## src/rtl/iotsr_defs.vh

```
// iotsr_defs.vh - offsets, field positions, reset values, timing counts
// assumes: included by the register bank files of this block
`ifndef IOTSR_DEFS_VH
`define IOTSR_DEFS_VH

// ----------------------------------------------------------------------
// register offsets
// ----------------------------------------------------------------------
`define IOTSR_ADDR_FIRST_QUALITY   16'h7d01
`define IOTSR_ADDR_FIRST_STATUS    16'h7d02
`define IOTSR_ADDR_SECOND_QUALITY  16'h7d03
`define IOTSR_ADDR_SECOND_STATUS   16'h7d04
`define IOTSR_ADDR_TRIP_QUALITY    16'h7d05
`define IOTSR_ADDR_TRIP_CAUSE      16'h7d06

// ----------------------------------------------------------------------
// field positions
// ----------------------------------------------------------------------
`define IOTSR_DIN_LSB     0
`define IOTSR_DOUT_LSB    6
`define IOTSR_PCM_LSB     9
`define IOTSR_UNAVAIL_BIT 15

// ----------------------------------------------------------------------
// reset values
// ----------------------------------------------------------------------
`define IOTSR_RST_WORD    16'h0000
`define IOTSR_RST_UNAVAIL 16'h8000

// ----------------------------------------------------------------------
// timing: clock period and hold window of the test/reset button
// ----------------------------------------------------------------------
`define IOTSR_CLK_NS      100
`define IOTSR_HOLD_MIN_S  3
`define IOTSR_HOLD_MAX_S  15
// cycles per second first, so the products stay inside 32 bits
`define IOTSR_CYC_PER_S    (1000000000 / `IOTSR_CLK_NS)
`define IOTSR_HOLD_MIN_CYC (`IOTSR_HOLD_MIN_S * `IOTSR_CYC_PER_S)
`define IOTSR_HOLD_MAX_CYC (`IOTSR_HOLD_MAX_S * `IOTSR_CYC_PER_S)

// ----------------------------------------------------------------------
// trip unit families for clearing the trip causes
// ----------------------------------------------------------------------
`define IOTSR_FAM_CLOSE   2'd0
`define IOTSR_FAM_KEY     2'd1
`define IOTSR_FAM_BUTTON  2'd2

`endif

```

## src/rtl/iotsr_hold_timer.v

```verilog
// iotsr_hold_timer.v - measures how long the test/reset button is held
// assumes: button level synchronous to mclk, debounced upstream
`timescale 1ns/10ps
`include "iotsr_defs.vh"

module iotsr_hold_timer #(
    parameter CNT_W   = 28,
    parameter MIN_CYC = `IOTSR_HOLD_MIN_CYC,
    parameter MAX_CYC = `IOTSR_HOLD_MAX_CYC
) (
    input  wire mclk,
    input  wire rst,
    input  wire button,
    output reg  release_ok
);

    reg [CNT_W-1:0] hold_cnt_r;
    reg             over_r;

    // ------------------------------------------------------------------
    // count held cycles; pulse on a release inside the window
    // ------------------------------------------------------------------
    always @(posedge mclk) begin
        if (rst) begin
            hold_cnt_r <= {CNT_W{1'b0}};
            over_r     <= 1'b0;
            release_ok <= 1'b0;
        end else begin
            release_ok <= 1'b0;
            if (button) begin
                if (hold_cnt_r >= MAX_CYC[CNT_W-1:0])
                    over_r <= 1'b1;
                else
                    hold_cnt_r <= hold_cnt_r + {{(CNT_W-1){1'b0}}, 1'b1};
            end else begin
                if (hold_cnt_r >= MIN_CYC[CNT_W-1:0] && !over_r)
                    release_ok <= 1'b1;
                hold_cnt_r <= {CNT_W{1'b0}};
                over_r     <= 1'b0;
            end
        end
    end

endmodule

```

## src/rtl/iotsr_bank.v

```verilog
// iotsr_bank.v - read-only i/o and trip status register bank
// assumes: single mclk domain; fieldbus engine gives address and strobes
`timescale 1ns/10ps
`include "iotsr_defs.vh"

module iotsr_bank #(
    parameter DIN_N   = 6,
    parameter DOUT_N  = 3,
    parameter PCM_N   = 2,
    parameter TRIP_N  = 15,
    parameter CNT_W   = 28,
    parameter MIN_CYC = `IOTSR_HOLD_MIN_CYC,
    parameter MAX_CYC = `IOTSR_HOLD_MAX_CYC
) (
    input  wire              mclk,
    input  wire              rst,
    input  wire              rd_en,
    input  wire              wr_en,
    input  wire [15:0]       addr,
    input  wire [15:0]       wr_data,
    output reg  [15:0]       rd_data,
    output reg               rd_valid,
    output reg               rd_err,
    input  wire              first_present,
    input  wire [DIN_N-1:0]  first_din,
    input  wire [DOUT_N-1:0] first_dout,
    input  wire [DIN_N-1:0]  first_din_ok,
    input  wire [DOUT_N-1:0] first_dout_ok,
    input  wire              pcm_present,
    input  wire [PCM_N-1:0]  pcm_out,
    input  wire              second_present,
    input  wire [DIN_N-1:0]  second_din,
    input  wire [DOUT_N-1:0] second_dout,
    input  wire [DIN_N-1:0]  second_din_ok,
    input  wire [DOUT_N-1:0] second_dout_ok,
    input  wire [1:0]        trip_family,
    input  wire [TRIP_N-1:0] trip_event,
    input  wire              breaker_closed,
    input  wire              confirm_key,
    input  wire              test_button,
    output reg  [TRIP_N-1:0] trip_cause
);

    // ------------------------------------------------------------------
    // word assembly
    // ------------------------------------------------------------------
    // builds a status word; bit 15 set when module data is absent
    function [15:0] io_word;
        input             present;
        input [DIN_N-1:0]  din;
        input [DOUT_N-1:0] dout;
        input [PCM_N-1:0]  pcm;
        reg   [15:0]       w;
        begin
            w = `IOTSR_RST_WORD;
            w[`IOTSR_DIN_LSB +: DIN_N]   = din;
            w[`IOTSR_DOUT_LSB +: DOUT_N] = dout;
            w[`IOTSR_PCM_LSB +: PCM_N]   = pcm;
            if (!present)
                w = `IOTSR_RST_UNAVAIL;
            io_word = w;
        end
    endfunction

    wire [15:0] first_status_w;
    wire [15:0] first_quality_w;
    wire [15:0] second_status_w;
    wire [15:0] second_quality_w;
    wire [15:0] trip_word_w;
    wire [15:0] trip_quality_w;
    wire [PCM_N-1:0] pcm_bits;
    wire [PCM_N-1:0] pcm_ok;

    assign pcm_bits = pcm_present ? pcm_out : {PCM_N{1'b0}};
    assign pcm_ok   = {PCM_N{pcm_present & first_present}};

    assign first_status_w = io_word(first_present, first_din,
                                    first_dout, pcm_bits);
    assign first_quality_w = io_word(1'b1,
        first_din_ok & {DIN_N{first_present}},
        first_dout_ok & {DOUT_N{first_present}}, pcm_ok) &
        16'h7fff;
    assign second_status_w = io_word(second_present, second_din,
                                     second_dout,
                                     {PCM_N{1'b0}});
    assign second_quality_w = io_word(1'b1,
        second_din_ok & {DIN_N{second_present}},
        second_dout_ok & {DOUT_N{second_present}},
        {PCM_N{1'b0}}) & 16'h7fff;
    assign trip_word_w    = {1'b0, trip_cause};
    assign trip_quality_w = {1'b0, {TRIP_N{1'b1}}};

    // ------------------------------------------------------------------
    // trip cause clearing
    // ------------------------------------------------------------------
    localparam KS_IDLE    = 3'b001;
    localparam KS_VALID   = 3'b010;
    localparam KS_CONFIRM = 3'b100;

    reg  [2:0] key_state_r;
    reg  [2:0] key_state_nxt;
    reg        key_prev_r;
    reg        closed_prev_r;
    reg        clear_nxt;
    wire       key_press;
    wire       reclose;
    wire       button_ok;

    assign key_press = confirm_key & ~key_prev_r;
    assign reclose   = breaker_closed & ~closed_prev_r;

    iotsr_hold_timer #(
        .CNT_W   (CNT_W),
        .MIN_CYC (MIN_CYC),
        .MAX_CYC (MAX_CYC)
    ) u_hold (
        .mclk       (mclk),
        .rst        (rst),
        .button     (test_button),
        .release_ok (button_ok)
    );

    always @* begin
        key_state_nxt = key_state_r;
        case (key_state_r)
            // only a latched trip can be validated
            KS_IDLE: begin
                if (key_press && trip_family == `IOTSR_FAM_KEY &&
                    |trip_cause)
                    key_state_nxt = KS_VALID;
            end
            KS_VALID: begin
                if (trip_family != `IOTSR_FAM_KEY)
                    key_state_nxt = KS_IDLE;
                else if (key_press)
                    key_state_nxt = KS_CONFIRM;
            end
            KS_CONFIRM: begin
                key_state_nxt = KS_IDLE;
            end
            default: begin
                key_state_nxt = KS_IDLE;
            end
        endcase
    end

    always @* begin
        clear_nxt = 1'b0;
        case (trip_family)
            `IOTSR_FAM_CLOSE:  clear_nxt = reclose;
            `IOTSR_FAM_KEY:    clear_nxt = (key_state_r == KS_CONFIRM);
            `IOTSR_FAM_BUTTON: clear_nxt = button_ok;
            default:           clear_nxt = 1'b0;
        endcase
    end

    // ------------------------------------------------------------------
    // latch of trip causes; a new trip wins over a clear
    // ------------------------------------------------------------------
    always @(posedge mclk) begin
        if (rst) begin
            key_state_r   <= KS_IDLE;
            key_prev_r    <= 1'b0;
            closed_prev_r <= 1'b0;
            trip_cause    <= {TRIP_N{1'b0}};
        end else begin
            key_state_r   <= key_state_nxt;
            key_prev_r    <= confirm_key;
            closed_prev_r <= breaker_closed;
            if (clear_nxt)
                trip_cause <= trip_event;
            else
                trip_cause <= trip_cause | trip_event;
        end
    end

    // ------------------------------------------------------------------
    // read port; writes change no word and are answered with rd_err unless rd_en is high in the same cycle
    // ------------------------------------------------------------------
    always @(posedge mclk) begin
        if (rst) begin
            rd_data  <= `IOTSR_RST_WORD;
            rd_valid <= 1'b0;
            rd_err   <= 1'b0;
        end else begin
            rd_valid <= rd_en;
            rd_err   <= 1'b0;
            if (rd_en) begin
                case (addr)
                    `IOTSR_ADDR_FIRST_QUALITY:  rd_data <= first_quality_w;
                    `IOTSR_ADDR_FIRST_STATUS:   rd_data <= first_status_w;
                    `IOTSR_ADDR_SECOND_QUALITY: rd_data <= second_quality_w;
                    `IOTSR_ADDR_SECOND_STATUS:  rd_data <= second_status_w;
                    `IOTSR_ADDR_TRIP_QUALITY:   rd_data <= trip_quality_w;
                    `IOTSR_ADDR_TRIP_CAUSE:     rd_data <= trip_word_w;
                    default: begin
                        rd_data <= `IOTSR_RST_WORD;
                        rd_err  <= 1'b1;
                    end
                endcase
            end else if (wr_en) begin
                rd_err <= 1'b1;
            end
        end
    end

    // unused write data: words are read-only
    wire unused_wr = |wr_data;

endmodule

```

## config.mk

```make
export PLATFORM = sky130hd
export DESIGN_NAME = iotsr_bank
export DESIGN_NICKNAME = d
export VERILOG_FILES = /design/src/rtl/iotsr_hold_timer.v /design/src/rtl/iotsr_bank.v
export VERILOG_INCLUDE_DIRS = /design/src /design/src/rtl
export SDC_FILE = /design/constraint.sdc
export NUM_CORES = 1
export LEC_CHECK = 0
export ABC_AREA = 1
export BUFFER_PORTS_ARGS = -buffer_cell sky130_fd_sc_hd__buf_2
export CAP_MARGIN = 20
export CELL_PAD_IN_SITES_DETAIL_PLACEMENT = 1
export CELL_PAD_IN_SITES_GLOBAL_PLACEMENT = 2
export CORE_MARGIN = 5
export CORE_UTILIZATION = 25
export CTS_BUF_LIST = sky130_fd_sc_hd__clkbuf_16
export DETAILED_ROUTE_END_ITERATION = 12
export PLACE_DENSITY = 0.75
export SLEW_MARGIN = 20
export SYNTH_ARGS = -nofsm -noshare
export SYNTH_HDL_FRONTEND = slang
export SYNTH_SLANG_ARGS = --single-unit
```

## constraint.sdc

```tcl
create_clock -name mclk -period 2.2 [get_ports mclk]
set_clock_uncertainty 0.1 [all_clocks]
set_input_delay 0.11 -clock mclk [delete_from_list [all_inputs] [get_ports mclk]]
set_output_delay 0.11 -clock mclk [all_outputs]
set_load 0.05 [all_outputs]
```

==> reports/summary.txt <==
Share of flip-flops with an asynchronous set or reset: 0
Aggregate global-route resource usage: 0.163
Reg-to-Reg End: u_hold.hold_cnt_r[1]
Crit. End Element: flop
Pin count of the biggest net entering global routing: 42
Root buf cell: clkbuf_16
Leading post-synthesis cells by cell area: dfxtp_1, nand2_1, nor2_1
Number of slew-limit violations in the final report: 0
Signed area change from the synthesized netlist to the final layout: 30.2%
Flip-flop and latch count after synthesis: 68
Count of max-cap constraint violations: 0
Data required, critical path: 2360 ps
Status: complete, no violations
Worst-path clk slew: 60 ps
Core region area: 0.0165 mm2
Max Freq: 527 MHz
Most used cell along the critical path: nand2_2
Hold bufs inserted after CTS: 18
Placement Cell Area: 0.00498 mm2
Final design area excluding fillers: 0.00547 mm2
Total length of routed wires: 16100 um
H-tree levels: 3
Synthesized instance count: 698
Insertion delay to the later sink of the worst-skew pair: 340 ps
PortBufs: 113
Post-route clock period utilization: 0.863
Fraction of layout instances using a drive strength above 1: 0.186
CP Cell Sequence: nand2_2 -> nor2_2 -> nand2_1 -> nor2_1 -> nand3_1 -> nand2_2 -> o21ai_0 -> a21oi_1
Slew at the pin with the worst max-slew slack: 933 ps
Overall die area: 0.0195 mm2
Starting DRC count in detailed routing: 179
Number of cells on the worst hold path: 3
Total CTS buffers: 9
HPWL after detailed placement: 12400 um
Critical-path top delay cell: dfxtp_1
Wire length of the first global-routing pass: 25600 um
Clock tree buffer depth: 2
Worst path top cell family by delay: simple AND/OR/NAND/NOR gates
Average wire length per cell after detail routing: 15.4 um
Number of cells upsized or downsized after cts: 0
Post-synthesis cell area: 0.00420 mm2
Minimum setup slack among reg-to-reg paths: 300 ps
Aggregate negative setup slack: 0 ps
Pwr per Cell Area: 603 mW/mm2
Class of the tightest hold or removal check: in -> reg
Antenna Nets Post-Route: 0
Most used DFF post-synth: dfxtp_1
Total grt overflow: 0
Setup violators final: 0
Residual DRC: 0
Max Fanout on Critical Path: 24
Hold Fails Final Rpt: 0
Crit-path max cell delay: 450 ps
Fraction of post-synthesis cell area in the top cell type by area: 0.324
Share of the yosys chip area belonging to registers: 0.324
Final estimated routing congestion in global placement: 0.833
Most used standard cells in the synthesized netlist: nand2_1, nor2_1, inv_1
Per-instance average area after synthesis: 6.02 um2
Hold Startpoint: wr_en
Leakage Power: 2.58 nW
Number of enable-type register cells in the synthesized netlist: 0
Height of the die: 140 um
Setup Crit Path Kind: reg -> reg
Die Span X: 140 um
Leading area contributor after synthesis: dfxtp_1
Ports placed on the boundary: 130
Worst Path Arrival: 2060 ps
Overall via count from detail_route: 4861
Worst Hold Path EP: rd_err
Most common cell in the synthesized netlist: nand2_1
TritonCTS clock tree: done
Vias in the first global route: 5013
Total buffers and inverters traversed by the critical path: 0
Warnings, synthesis: 0
RSZ-0062 raised after global routing: no
Crit start category: flop
Syn Nets: 797
First-pass detailed-route iteration total: 4
N_diodes: 0
Final nets: 922
Row Count: 47
Worst IR Drop VDD: 0.356 mV
Clock Sinks: 68
Max-slew headroom: 0.375
Worst reg2reg startpoint: u_hold.hold_cnt_r[22]
Count of cells along the worst register-to-register path: 8
Effective utilization at floorplan: 0.254
Number of antenna violations at the first check in global routing: 0
Drt via density: 4.64
Time the final worst path needs with I/O delays and setup: 1900 ps
Number of different library cells in the post-synthesis netlist: 35
Post-CTS setup-driven buffer insertion count: 0
## metrics by stage
stage	worst slack (ps)	utilization	instances	hold slack [ps]	power [mW]
after floorplan	575	-	698	135	1.57
final	301	0.331	1047	20.4	3.30
after global routing	91.5	0.331	1047	17.8	3.45
after CTS	273	0.331	1047	8.82	3.36
after global placement	362	0.301	1014	230	1.73
after detailed placement	305	0.301	1014	233	1.74
## power by group
group	internal (mW)	leakage (nW)	switching [mW]
clock	0.987	0.148	0.580
combinational	0.145	1.87	0.275
sequential	1.27	0.556	0.0397
## cell families (layout without fill, tap and decap cells)
kind of cell	Yosys count	in the layout	share of synthesized area
fa+ha+maj	2	2	0.00595
xor+xnor	15	15	0.0313
compound gates	91	91	0.112
simple gates	414	414	0.419
flops	68	68	0.324
buf+inv	108	237	0.108
## routing by layer
| layer | routed length (um) | GRT usage |
|---|---|---|
| met5 | 0 | 0 |
| met4 | 243 | 0.0510 |
| met3 | 729 | 0.0395 |
| met2 | 7720 | 0.281 |
| met1 | 7380 | 0.201 |
## flip-flops by register name, summed over array words and instances (netlist names)
signal and cells:
rd_err 1, u_hold.release_ok 1, rd_valid 1, closed_prev_r 1, u_hold.over_r 1, key_prev_r 1
key_state_r 3, trip_cause 15, rd_data 16, u_hold.hold_cnt_r 28
## area by class of cell
cell class	instances	area, um2
fill	2175	11100
multi-input combinational	522	2390
sequential	68	1360
timing repair buffer	140	826
inverter	82	308
tap	220	275
clock buffer	9	225
clock inverter	6	88.8
## tightest hold or removal path: stages
cell and delay, ps:
buf_2 100, o21ai_0 150, nor3_1 60
## how the worst max path moves through the flow
stage	from	endpoint	depth (start not counted)
6_report	u_hold.hold_cnt_r[22]	u_hold.hold_cnt_r[1]	8
5_1_grt	u_hold.hold_cnt_r[14]	u_hold.hold_cnt_r[11]	10
4_1_cts	u_hold.hold_cnt_r[14]	u_hold.hold_cnt_r[1]	8
3_5_place_dp	u_hold.hold_cnt_r[14]	u_hold.hold_cnt_r[18]	10
3_3_place_gp	u_hold.hold_cnt_r[14]	u_hold.hold_cnt_r[4]	10
2_1_floorplan	u_hold.hold_cnt_r[0]	u_hold.hold_cnt_r[22]	11
## cells in the final DEF (no fill, tap or decap), types with 15 or more instances in the layout
master / netlist / routed
nand3_1: 56 / 56
nor2_1: 93 / 93
buf_2: 9 / 113
o21ai_0: 23 / 23
nand2_1: 217 / 217
dlygate4sd3_1: 0 / 18
nand4_1: 15 / 15
inv_1: 81 / 81
dfxtp_1: 68 / 68
a21oi_1: 61 / 61
Note: power is estimated with default switching activity, not from simulation.
